<file path="config.mk">
export PLATFORM = sky130hd
export DESIGN_NAME = cml_core
export DESIGN_NICKNAME = d
export VERILOG_FILES = /design/src/hdl/cml_pkg.sv /design/src/hdl/cml_data_mem.sv /design/src/hdl/cml_watchdog.sv /design/src/hdl/cml_core.sv
export SDC_FILE = /design/constraint.sdc
export NUM_CORES = 2
export LEC_CHECK = 0
export BUFFER_PORTS_ARGS = -buffer_cell sky130_fd_sc_hd__buf_2
export CAP_MARGIN = 30
export CORE_AREA = 3 3 394 396
export CTS_CLUSTER_SIZE = 12
export DETAILED_ROUTE_END_ITERATION = 10
export DIE_AREA = 0 0 397 399
export GPL_TIMING_DRIVEN = 1
export PLACE_DENSITY = 0.81
export SKIP_CTS_REPAIR_TIMING = 1
export SYNTH_ARGS = -nofsm -noshare
export SYNTH_HDL_FRONTEND = slang
export SYNTH_HIERARCHICAL = 1
export SYNTH_SLANG_ARGS = --single-unit
export TNS_END_PERCENT = 20
</file>
<file path="constraint.sdc">
create_clock -name clk -period 3.8 [get_ports clk]
set_clock_uncertainty 0.15 [all_clocks]
set_input_delay 0.19 -clock clk [delete_from_list [all_inputs] [get_ports clk]]
set_output_delay 0.19 -clock clk [all_outputs]
set_load 0.05 [all_outputs]
</file>
<file path="src/hdl/cml_pkg.sv">
package cml_pkg;

   // Widths and sizes
   localparam int DATA_W = 8;
   localparam int MEM_DEPTH = 256;
   localparam int MEM_AW = 8;
   localparam int REG_AW = 4;

   // Register offsets on the plain register port
   localparam logic [REG_AW-1:0] REG_WORK_OFS = 4'h0;
   localparam logic [REG_AW-1:0] REG_STATUS_OFS = 4'h1;
   localparam logic [REG_AW-1:0] REG_CTRL_OFS = 4'h2;

   // Field positions
   localparam int STAT_CARRY_BIT = 0;
   localparam int STAT_NULL_BIT = 1;
   localparam int STAT_SLEEP_BIT = 2;
   localparam int STAT_EXPIRY_BIT = 3;
   localparam int CTRL_WDT_EN_BIT = 0;

   // Values after reset and fixed data values
   localparam logic [DATA_W-1:0] WORK_RST = 8'h00;
   localparam logic [DATA_W-1:0] CTRL_RST = 8'h01;
   localparam logic [DATA_W-1:0] ZERO_VALUE = 8'h00;
   localparam logic [DATA_W-1:0] FILL_VALUE = 8'hff;

   // Watchdog timing
   localparam int CLK_HZ = 100_000_000;
   localparam int WDT_TIME_MS = 18;
   localparam int WDT_CYCLES_DEF = WDT_TIME_MS * (CLK_HZ / 1000);

   typedef enum logic [4:0] {
      OP_NOP = 5'h00,
      OP_SLEEP_ENTER = 5'h01,
      OP_WATCHDOG_KICK = 5'h02,
      OP_MOVE_STORE = 5'h03,
      OP_MOVE_LOAD = 5'h04,
      OP_VALUE_TEST = 5'h05,
      OP_LOAD_IMMEDIATE = 5'h06,
      OP_ZERO_WORK_REG = 5'h07,
      OP_ZERO_MEM = 5'h08,
      OP_FILL_MEM = 5'h09,
      OP_OR_TO_WORK = 5'h0a,
      OP_OR_TO_MEM = 5'h0b,
      OP_AND_TO_WORK = 5'h0c,
      OP_AND_TO_MEM = 5'h0d,
      OP_XOR_TO_WORK = 5'h0e,
      OP_XOR_TO_MEM = 5'h0f,
      OP_NIBBLE_SWAP_TO_WORK = 5'h10,
      OP_NIBBLE_SWAP_TO_MEM = 5'h11,
      OP_INVERT_TO_WORK = 5'h12,
      OP_INVERT_TO_MEM = 5'h13,
      OP_XOR_IMMEDIATE = 5'h14,
      OP_AND_IMMEDIATE = 5'h15,
      OP_OR_IMMEDIATE = 5'h16,
      OP_ROTATE_RIGHT_THRU_TO_WORK = 5'h17,
      OP_ROTATE_RIGHT_THRU_TO_MEM = 5'h18,
      OP_ROTATE_LEFT_THRU_TO_WORK = 5'h19,
      OP_ROTATE_LEFT_THRU_TO_MEM = 5'h1a,
      OP_SHIFT_LEFT_TO_WORK = 5'h1b,
      OP_SHIFT_LEFT_TO_MEM = 5'h1c,
      OP_SHIFT_RIGHT_TO_WORK = 5'h1d,
      OP_SHIFT_RIGHT_TO_MEM = 5'h1e
   } cml_op_e;

   typedef struct packed {
      cml_op_e op;
      logic [MEM_AW-1:0] addr;
      logic [DATA_W-1:0] imm;
   } cml_instr_s;

   typedef struct packed {
      logic watchdog_expiry_flag;
      logic sleep_entry_flag;
      logic result_null;
      logic carry;
   } cml_flags_s;

   typedef struct packed {
      logic [DATA_W-1:0] result;
      logic carry;
      logic to_work;
      logic to_mem;
      logic set_null;
      logic set_carry;
   } cml_alu_s;

   typedef enum logic [1:0] {
      ST_READY = 2'b00,
      ST_EXEC = 2'b01,
      ST_SLEEP = 2'b11
   } cml_state_e;

endpackage : cml_pkg

</file>
<file path="src/hdl/cml_data_mem.sv">
`timescale 1ns/1ns
module cml_data_mem
   import cml_pkg::*;
#(
   parameter int DW = DATA_W,
   parameter int AW = MEM_AW,
   parameter int DEPTH = MEM_DEPTH
) (
   input wire logic clk,
   input wire logic rst_n,
   input wire logic [AW-1:0] addr,
   input wire logic wr_en,
   input wire logic [DW-1:0] wdata,
   output logic [DW-1:0] rdata
);

   logic [DW-1:0] mem_q [DEPTH];
   logic [DW-1:0] rdata_q;

   // Array holds no reset; contents are undefined until written
   always_ff @(posedge clk) begin
      if (wr_en) begin
         mem_q[addr] <= wdata;
      end
   end

   // Registered read of the presented address every cycle
   always_ff @(posedge clk or negedge rst_n) begin
      if (!rst_n) begin
         rdata_q <= '0;
      end else begin
         rdata_q <= mem_q[addr];
      end
   end

   assign rdata = rdata_q;

endmodule : cml_data_mem

</file>
<file path="src/hdl/cml_watchdog.sv">
`timescale 1ns/1ns
module cml_watchdog
   import cml_pkg::*;
#(
   parameter int CYCLES = WDT_CYCLES_DEF,
   parameter int CW = $clog2(CYCLES + 1)
) (
   input wire logic clk,
   input wire logic rst_n,
   input wire logic enable,
   input wire logic kick,
   output logic expired
);

   logic [CW-1:0] cnt_q;
   logic [CW-1:0] cnt_d;
   logic exp_q;
   logic exp_d;

   // Count up while enabled; kick or disable restarts from zero
   always_comb begin
      cnt_d = cnt_q + CW'(1);
      exp_d = 1'b0;
      if (kick || !enable) begin
         cnt_d = '0;
      end else if (cnt_q == CW'(CYCLES - 1)) begin
         cnt_d = '0;
         exp_d = 1'b1;
      end
   end

   always_ff @(posedge clk or negedge rst_n) begin
      if (!rst_n) begin
         cnt_q <= '0;
         exp_q <= 1'b0;
      end else begin
         cnt_q <= cnt_d;
         exp_q <= exp_d;
      end
   end

   assign expired = exp_q;

endmodule : cml_watchdog

</file>
<file path="src/hdl/cml_core.sv">
// Design decisions made here: the strobed register port and the register offsets.
`timescale 1ns/1ns
module cml_core
   import cml_pkg::*;
#(
   parameter int WDT_CYCLES = WDT_CYCLES_DEF
) (
   input wire logic clk,
   input wire logic rst_n,
   input wire logic instr_valid,
   input wire cml_instr_s instr,
   output logic instr_ready,
   output logic op_done,
   output logic [DATA_W-1:0] work_register,
   output cml_flags_s flags,
   output logic sleeping,
   output logic wdt_timeout,
   input wire logic wake_pin,
   input wire logic [REG_AW-1:0] reg_addr,
   input wire logic [DATA_W-1:0] reg_wdata,
   input wire logic reg_wr,
   input wire logic reg_rd,
   output logic [DATA_W-1:0] reg_rdata
);

   // Reset release synchroniser
   logic rst_meta_q;
   logic rst_sync_q;

   always_ff @(posedge clk or negedge rst_n) begin
      if (!rst_n) begin
         rst_meta_q <= 1'b0;
         rst_sync_q <= 1'b0;
      end else begin
         rst_meta_q <= 1'b1;
         rst_sync_q <= rst_meta_q;
      end
   end

   // Wake pin synchroniser; only the second stage is read
   logic wake_meta_q;
   logic wake_sync_q;

   always_ff @(posedge clk or negedge rst_sync_q) begin
      if (!rst_sync_q) begin
         wake_meta_q <= 1'b0;
         wake_sync_q <= 1'b0;
      end else begin
         wake_meta_q <= wake_pin;
         wake_sync_q <= wake_meta_q;
      end
   end

   // Operation decode and result; one table keeps every operation consistent
   function automatic cml_alu_s exec_op(
      input cml_op_e op,
      input logic [DATA_W-1:0] mem,
      input logic [DATA_W-1:0] work,
      input logic [DATA_W-1:0] imm,
      input logic carry_in
   );
      cml_alu_s a;
      a = '0;
      a.carry = carry_in;
      unique case (op)
         OP_MOVE_STORE: begin
            a.result = work;
            a.to_mem = 1'b1;
         end
         OP_MOVE_LOAD: begin
            a.result = mem;
            a.to_work = 1'b1;
            a.set_null = 1'b1;
         end
         OP_VALUE_TEST: begin
            a.result = mem;
            a.to_mem = 1'b1;
            a.set_null = 1'b1;
         end
         OP_LOAD_IMMEDIATE: begin
            a.result = imm;
            a.to_work = 1'b1;
         end
         OP_ZERO_WORK_REG, OP_ZERO_MEM: begin
            a.result = ZERO_VALUE;
            a.to_work = (op == OP_ZERO_WORK_REG);
            a.to_mem = (op == OP_ZERO_MEM);
            a.set_null = 1'b1;
         end
         OP_FILL_MEM: begin
            a.result = FILL_VALUE;
            a.to_mem = 1'b1;
         end
         OP_OR_TO_WORK, OP_OR_TO_MEM: begin
            a.result = mem | work;
            a.to_work = (op == OP_OR_TO_WORK);
            a.to_mem = (op == OP_OR_TO_MEM);
            a.set_null = 1'b1;
         end
         OP_AND_TO_WORK, OP_AND_TO_MEM: begin
            a.result = mem & work;
            a.to_work = (op == OP_AND_TO_WORK);
            a.to_mem = (op == OP_AND_TO_MEM);
            a.set_null = 1'b1;
         end
         OP_XOR_TO_WORK, OP_XOR_TO_MEM: begin
            a.result = mem ^ work;
            a.to_work = (op == OP_XOR_TO_WORK);
            a.to_mem = (op == OP_XOR_TO_MEM);
            a.set_null = 1'b1;
         end
         OP_NIBBLE_SWAP_TO_WORK, OP_NIBBLE_SWAP_TO_MEM: begin
            a.result = {mem[3:0], mem[7:4]};
            a.to_work = (op == OP_NIBBLE_SWAP_TO_WORK);
            a.to_mem = (op == OP_NIBBLE_SWAP_TO_MEM);
         end
         OP_INVERT_TO_WORK, OP_INVERT_TO_MEM: begin
            a.result = ~mem;
            a.to_work = (op == OP_INVERT_TO_WORK);
            a.to_mem = (op == OP_INVERT_TO_MEM);
            a.set_null = 1'b1;
         end
         OP_XOR_IMMEDIATE: begin
            a.result = work ^ imm;
            a.to_work = 1'b1;
            a.set_null = 1'b1;
         end
         OP_AND_IMMEDIATE: begin
            a.result = work & imm;
            a.to_work = 1'b1;
            a.set_null = 1'b1;
         end
         OP_OR_IMMEDIATE: begin
            a.result = work | imm;
            a.to_work = 1'b1;
            a.set_null = 1'b1;
         end
         OP_ROTATE_RIGHT_THRU_TO_WORK, OP_ROTATE_RIGHT_THRU_TO_MEM: begin
            a.result = {carry_in, mem[7:1]};
            a.carry = mem[0];
            a.set_carry = 1'b1;
            a.to_work = (op == OP_ROTATE_RIGHT_THRU_TO_WORK);
            a.to_mem = (op == OP_ROTATE_RIGHT_THRU_TO_MEM);
         end
         OP_ROTATE_LEFT_THRU_TO_WORK, OP_ROTATE_LEFT_THRU_TO_MEM: begin
            a.result = {mem[6:0], carry_in};
            a.carry = mem[7];
            a.set_carry = 1'b1;
            a.to_work = (op == OP_ROTATE_LEFT_THRU_TO_WORK);
            a.to_mem = (op == OP_ROTATE_LEFT_THRU_TO_MEM);
         end
         OP_SHIFT_LEFT_TO_WORK, OP_SHIFT_LEFT_TO_MEM: begin
            a.result = {mem[6:0], 1'b0};
            a.to_work = (op == OP_SHIFT_LEFT_TO_WORK);
            a.to_mem = (op == OP_SHIFT_LEFT_TO_MEM);
         end
         OP_SHIFT_RIGHT_TO_WORK, OP_SHIFT_RIGHT_TO_MEM: begin
            a.result = {1'b0, mem[7:1]};
            a.to_work = (op == OP_SHIFT_RIGHT_TO_WORK);
            a.to_mem = (op == OP_SHIFT_RIGHT_TO_MEM);
         end
         default: begin
            a.result = work; // Nop, sleep, kick and unused codes write nothing
         end
      endcase
      return a;
   endfunction : exec_op

   // Sequencer state
   cml_state_e state_q;
   cml_state_e state_d;
   cml_instr_s instr_q;
   cml_instr_s instr_d;
   logic ready_q;
   logic ready_d;
   logic done_q;
   logic done_d;
   logic sleep_q;
   logic sleep_d;

   // Datapath state
   logic [DATA_W-1:0] work_q;
   logic [DATA_W-1:0] work_d;
   cml_flags_s fl_q;
   cml_flags_s fl_d;
   logic [DATA_W-1:0] ctrl_q;
   logic [DATA_W-1:0] ctrl_d;
   logic [DATA_W-1:0] rdata_q;
   logic [DATA_W-1:0] rdata_d;

   // Memory and watchdog wiring
   logic [MEM_AW-1:0] mem_addr;
   logic [DATA_W-1:0] mem_rdata;
   logic mem_wr;
   logic wdt_kick;
   logic wdt_expired;
   logic exec_now;
   cml_alu_s alu;

   assign exec_now = (state_q == ST_EXEC);
   assign alu = exec_op(instr_q.op, mem_rdata, work_q, instr_q.imm, fl_q.carry);
   // Address comes straight from the request so the read lands in the execute cycle
   assign mem_addr = (state_q == ST_READY) ? instr.addr : instr_q.addr;
   assign mem_wr = exec_now && alu.to_mem;
   assign wdt_kick = exec_now && (instr_q.op == OP_WATCHDOG_KICK);

   // Two clocks per instruction cycle: read phase, then execute and write back
   always_comb begin
      state_d = state_q;
      instr_d = instr_q;
      unique case (state_q)
         ST_READY: begin
            if (instr_valid) begin
               instr_d = instr;
               state_d = ST_EXEC;
            end
         end
         ST_EXEC: begin
            if (instr_q.op == OP_SLEEP_ENTER) begin
               state_d = ST_SLEEP;
            end else begin
               state_d = ST_READY;
            end
         end
         ST_SLEEP: begin
            if (wake_sync_q || wdt_expired) begin
               state_d = ST_READY;
            end
         end
         default: begin
            state_d = ST_READY;
         end
      endcase
      ready_d = (state_d == ST_READY);
      sleep_d = (state_d == ST_SLEEP);
      done_d = exec_now;
   end

   always_ff @(posedge clk or negedge rst_sync_q) begin
      if (!rst_sync_q) begin
         state_q <= ST_READY;
         instr_q <= '0;
         ready_q <= 1'b0;
         done_q <= 1'b0;
         sleep_q <= 1'b0;
      end else begin
         state_q <= state_d;
         instr_q <= instr_d;
         ready_q <= ready_d;
         done_q <= done_d;
         sleep_q <= sleep_d;
      end
   end

   // Work register and flags; the core's own update beats a software write
   always_comb begin
      work_d = work_q;
      fl_d = fl_q;
      if (reg_wr && reg_addr == REG_WORK_OFS) begin
         work_d = reg_wdata;
      end
      if (reg_wr && reg_addr == REG_STATUS_OFS) begin
         fl_d.carry = reg_wdata[STAT_CARRY_BIT];
         fl_d.result_null = reg_wdata[STAT_NULL_BIT];
      end
      if (exec_now) begin
         if (alu.to_work) begin
            work_d = alu.result;
         end
         if (alu.set_null) begin
            fl_d.result_null = (alu.result == ZERO_VALUE);
         end
         if (alu.set_carry) begin
            fl_d.carry = alu.carry;
         end
         if (instr_q.op == OP_WATCHDOG_KICK) begin
            fl_d.sleep_entry_flag = 1'b0;
            fl_d.watchdog_expiry_flag = 1'b0;
         end
         if (instr_q.op == OP_SLEEP_ENTER) begin
            fl_d.sleep_entry_flag = 1'b1;
            fl_d.watchdog_expiry_flag = 1'b0;
         end
      end
      // Timeout last so a same-cycle kick cannot hide it
      if (wdt_expired) begin
         fl_d.watchdog_expiry_flag = 1'b1;
      end
   end

   // Control register and read port; unmapped offsets read as zero
   always_comb begin
      ctrl_d = ctrl_q;
      rdata_d = '0;
      if (reg_wr && reg_addr == REG_CTRL_OFS) begin
         ctrl_d = reg_wdata;
      end
      if (reg_rd) begin
         unique case (reg_addr)
            REG_WORK_OFS: begin
               rdata_d = work_q;
            end
            REG_STATUS_OFS: begin
               rdata_d[STAT_CARRY_BIT] = fl_q.carry;
               rdata_d[STAT_NULL_BIT] = fl_q.result_null;
               rdata_d[STAT_SLEEP_BIT] = fl_q.sleep_entry_flag;
               rdata_d[STAT_EXPIRY_BIT] = fl_q.watchdog_expiry_flag;
            end
            REG_CTRL_OFS: begin
               rdata_d = ctrl_q;
            end
            default: begin
               rdata_d = '0;
            end
         endcase
      end
   end

   always_ff @(posedge clk or negedge rst_sync_q) begin
      if (!rst_sync_q) begin
         work_q <= WORK_RST;
         fl_q <= '0;
         ctrl_q <= CTRL_RST;
         rdata_q <= '0;
      end else begin
         work_q <= work_d;
         fl_q <= fl_d;
         ctrl_q <= ctrl_d;
         rdata_q <= rdata_d;
      end
   end

   // Single port suffices: reads and writes fall in different phases
   cml_data_mem #(
      .DW(DATA_W),
      .AW(MEM_AW),
      .DEPTH(MEM_DEPTH)
   ) u_mem (
      .clk(clk),
      .rst_n(rst_sync_q),
      .addr(mem_addr),
      .wr_en(mem_wr),
      .wdata(alu.result),
      .rdata(mem_rdata)
   );

   // Keeps running in sleep so a timeout can wake the core
   cml_watchdog #(
      .CYCLES(WDT_CYCLES)
   ) u_wdt (
      .clk(clk),
      .rst_n(rst_sync_q),
      .enable(ctrl_q[CTRL_WDT_EN_BIT]),
      .kick(wdt_kick),
      .expired(wdt_expired)
   );

   // Outputs taken straight from flops
   assign instr_ready = ready_q;
   assign op_done = done_q;
   assign work_register = work_q;
   assign flags = fl_q;
   assign sleeping = sleep_q;
   assign wdt_timeout = wdt_expired;
   assign reg_rdata = rdata_q;

endmodule : cml_core

</file>
# After elaboration in Yosys (flattened, before gate mapping)
# Memories as Yosys holds them, arrays and structs flattened. A register that Yosys moved wholly into a read port is not among the register bits.
# Index checks and enable logic that the tools add are counted.
# Widths: inputs -> output; s select.
# op_classes
addsub	1
eq_ne	37
n_mux	30
bitwise_logic	7
reduce_logical	34
# op_table
operator	count
$pmux 8 s16	1
$eq 5x5->1 const B	15
$mux 21	2
$eq 5x4->1 const B	8
$mux 8	5
$pmux 1 s11	2
$reduce_or 2->1	11
$add 21x1->21 const B	1
$eq 21x21->1 const B	1
$eq 5x3->1 const B	4
$and 8x8->8	2
$or 8x8->8	2
$xor 8x8->8	2
$reduce_or 15->1	1
$mux 2	6
$pmux 4 s3	1
$eq 5x2->1 const B	2
$mux 1	9
$logic_not 8->1	1
$not 8->8	1
$pmux 4 s2	1
$pmux 2 s3	1
$reduce_and 2->1	3
$eq 5x1->1 const B	1
other kinds (17)	26
# word_totals
ff_bits	80
mem_bits_rw	2048
in_bits	39
out_inout_bits	24
elab_cells	130
mem_count	1
# mem_list
memory	depth	width	read_ports	rd_clocked_by_memory_dff	wr	line	rtl
u_mem.mem_q	256	8	1	1	1	cml_data_mem.sv:17	logic [DW-1:0] mem_q [DEPTH];

# Logic depth before layout (Yosys ltp)
# logic_depth
ltp_word	7
ltp_mapped	12
depth_no_buf	9

# Modules after synthesis
# Netlist, hierarchy kept.
# by_module_without_submodules
module	n_inst	cells_per_inst	area_per_inst_um2
cml_data_mem	1	3546	78492.8
cml_core	1	429	3936.3
cml_watchdog	1	123	1148.6

# Worst setup path before layout
# Ideal clock, no wire load.
# synth_path
path_type	register to register
start	register instr_q[19] (netlist name)
end	memory u_mem/mem_q[0][6] (netlist name) (data pin)
setup_time_ns	1.397
arrival_ns	7.543
required_ns	2.253
slack_ns	-5.290
stages_incl_launch_ff	9
synth_period_minus_slack_ns	9.090
path_cell_list	dfrtp_1 -> buf_4 -> buf_2 -> nor4b_1 -> o21a_1 -> a211oi_1 -> o2111a_1 -> o211a_1 -> nor2_1
# synth_lines
element	line	rtl
from (decl)	cml_core.sv:172	cml_instr_s instr_q;
from (signal assigned)	cml_core.sv:248	instr_q <= instr_d;
to (decl)	cml_data_mem.sv:17	

# Final worst setup path
# layout_path
start	register state_q[1]
end	register u_mem.rdata_q[0] (netlist: u_mem/rdata[0]), read port of u_mem.mem_q
# layout_via
elab_chain_len	2
# layout_rtl
element	line	rtl
from (decl)	cml_core.sv:170	cml_state_e state_q;
from (signal assigned)	cml_core.sv:247	state_q <= state_d;
$logic_not 2->1	cml_core.sv:203	assign mem_addr = (state_q == ST_READY) ? instr.addr : instr_q.addr;
$mux 8	cml_core.sv:203	
net mem_addr[0]	cml_core.sv:192	logic [MEM_AW-1:0] mem_addr;
to (decl)	cml_data_mem.sv:18	logic [DW-1:0] rdata_q;
# The timed path passes the listed nets, and every way through them passes these cells.
# A chain may end at the register's enable or synchronous reset.

==> impl_metrics.yaml <==
run_status:
  status: "finished, violations left"
  violations: "setup timing"
sta:
  finalSetupViolCount: 3
  finalCriticalPeriod_ns: 3.860
  whs_ns: 0.00003342
  slew-limit-headroom: 0.3142
  fin_ws_ns: -0.06014
  tns_ns: -0.1162
  max_freq_ghz: 0.2591
  worst_pin_slew_ns: 1.025
  final_max_slew_viol_count: 0
  hold_violations: 0
  finalCritPeriodShare: 1.016
clocking:
  clock-root-buffer: "clkbuf_16"
  htreeDepth: 4
  clk_pin_slew_ns: 0.06
  clockBufferDepth: 3
  insertion_delay_ns: 0.83
  numCtsBuffers: 205
  tritoncts: "built"
  cts_sinks: 2136
global_routing:
  grt_pass1_vias: 46660
  track_usage: 0.2778
  antenna_found_initial: 9
  grt_max_degree: 165
  grt_pass1_wl_microns: 320300
  grt_overflow: 0
yosys:
  syn-num-nets: 4138
  syn_area_sq_um: 83580
  ys_seq_elements: 2136
  synth_cell_types: 90
  syn-instance-count: 4098
  synth_edf_count: 2048
  async_flop_share: 0.04120
  yosysWarnings: 6
  syn_avg_cell_area_sq_um: 20.39
  ys_seq_area_frac: 0.7622
  ys.flop_type: "edfxtp_1"
drt:
  drt_iter0_drc: 7743
  drt_pass1_iterations: 6
  wl_per_cell_microns: 32.52
  drtAntennaViolNets: 0
  vias: 46730
  via_per_inst: 6.829
  wl_microns: 222500
  drc: 0
placed_design:
  dpl.hpwl_microns: 128500
  pre_cts_ws_ns: -0.3710
  port_buffers: 62
  dpl_cell_area_sq_um: 90060
  gp_congestion: 0.9044
  dp_cells: 6434
floorplanning:
  ios: 63
  die_w_microns: 397
  rows: 143
  start_util: 0.5502
  die-area_sq_um: 158400
  core_sq_um: 151900
  die_y_microns: 399
cells_and_area:
  nFillCells: 9180
  final_common_cell: "edfxtp_1"
  final_cell_mix: "edfxtp_1 (2048), mux4_2 (512), buf_4 (442)"
  stdcell_count: 6843
  finalInstanceArea_sq_um: 97210
  area_growth_pct: 16.31
  drive_gt1_frac: 0.3016
  final_util: 0.6399
  fin_nets: 4744
power:
  finalPower_mw: 76.78
  leakage_nw: 31.40
  power.density_nw_per_um2: 789.9
  vdd_drop_max_mv: 0.9482
critical_path:
  crit_path_max_fanout: 17
  worstSetupPathType: "reg2reg"
  end_kind: "flip-flop"
  required_ns: 4.34
  critPathArrivalTime_ns: 4.40
  rr_worst_depth: 13
  cp-start-kind: "flip-flop"
flow_run:
  drv_cap: 0
worst_hold_path:
  hold_path_class: "in2reg"
  min_path_cells: 3
## final timing paths
kind	from	endpoint	slack, ns
worst max-delay path	state_q[1]$_DFF_PN0_	u_mem/rdata[0]$_DFF_PN0_	-0.06
worst min-delay path	instr[1]	instr_q[1]$_DFFE_PN0P_	0.00003
worst max register to register	state_q[1]$_DFF_PN0_	u_mem/rdata[0]$_DFF_PN0_	-0.06
worst min register to register	rst_meta_q$_DFF_PN0_	rst_sync_q$_DFF_PN0_	0.22
max in group asynchronous	rst_sync_q$_DFF_PN0_	ctrl_q[0]$_DFFE_PN1P_	2.25
min in group asynchronous	rst_n	rst_sync_q$_DFF_PN0_	0.08
## final cells by class
class	instances	area, sq um	area share
sequential	2136	63710	0.6554
antenna	6	15.01	0.0001545
timing repair buffer	662	6052	0.06226
inverter	26	110.1	0.001133
clock buffer	276	5542	0.05701
multi-input combinational	1673	18920	0.1946
clock inverter	34	321.6	0.003308
tap	2030	2540	0.02613
## logic make-up after synthesis
logic type	synth area share
adder cells (fa/ha/maj)	0.0001497
multiplexers	0.1453
buffers and inverters	0.01629
AO/OA/AOI/OAI	0.04499
AND/OR/NAND/NOR	0.02960
flip-flops	0.7622
other	0.00004487
XOR/XNOR	0.001467
## critical path: stages, from the launching register on
cell     delay [ns]
dfrtp_1        0.42
nor2_4         0.17
buf_12         0.15
mux2_8         0.43
buf_4          0.17
buf_12         0.16
buf_12         0.18
buf_12         0.16
mux4_2         0.44
a22oi_2        0.22
a21oi_2        0.13
o41ai_2        0.53
buf_4          0.26
nand4_1        0.10
## routing by layer
| layer | share of wire | routed length (microns) | GRT usage | vias to the layer above |
|---|---|---|---|---|
| li1 | - | - | - | 18240 |
| met1 | 0.33 | 72590 | 0.3665 | 23790 |
| met2 | 0.49 | 108500 | 0.4413 | 3972 |
| met3 | 0.13 | 28570 | 0.06333 | 732 |
| met4 | 0.058 | 12850 | 0.1379 | 4 |
| met5 | 0.00010 | 23 | 0 | - |
## registers in the layout, indices dropped and copies added, names as in the netlist
| name | count |
|---|---|
| wake_meta_q | 1 |
| wake_sync_q | 1 |
| op_done | 1 |
| flags | 4 |
| reg_rdata | 8 |
| sleeping | 1 |
| rst_sync_q | 1 |
| ctrl_q | 8 |
| u_wdt/expired | 1 |
| u_mem/rdata | 8 |
| u_wdt/cnt_q | 21 |
| state_q | 2 |
| u_mem/mem_q | 2048 |
| instr_q | 21 |
| instr_ready | 1 |
| work_register | 8 |
| rst_meta_q | 1 |
## synthesized netlist by cell type (all sizes together), types with 34 or more instances
cell    instances  area share
nor3           53      0.0033
mux4          512        0.14
clkbuf        138      0.0062
a22oi         259       0.023
a21oi         168       0.010
nand2          72      0.0032
mux2           37      0.0050
o21ai          34      0.0021
edfxtp       2048        0.74
nor2          288       0.013
dfrtp          87       0.026
buf           127      0.0088
## power breakdown
part	total, mW	internal, mW	switching [mW]
clock	18.6	10.2	8.35
sequential	33.8	33.3	0.494
combinational	24.4	8.01	16.4
(Power assumes the default switching activity.)
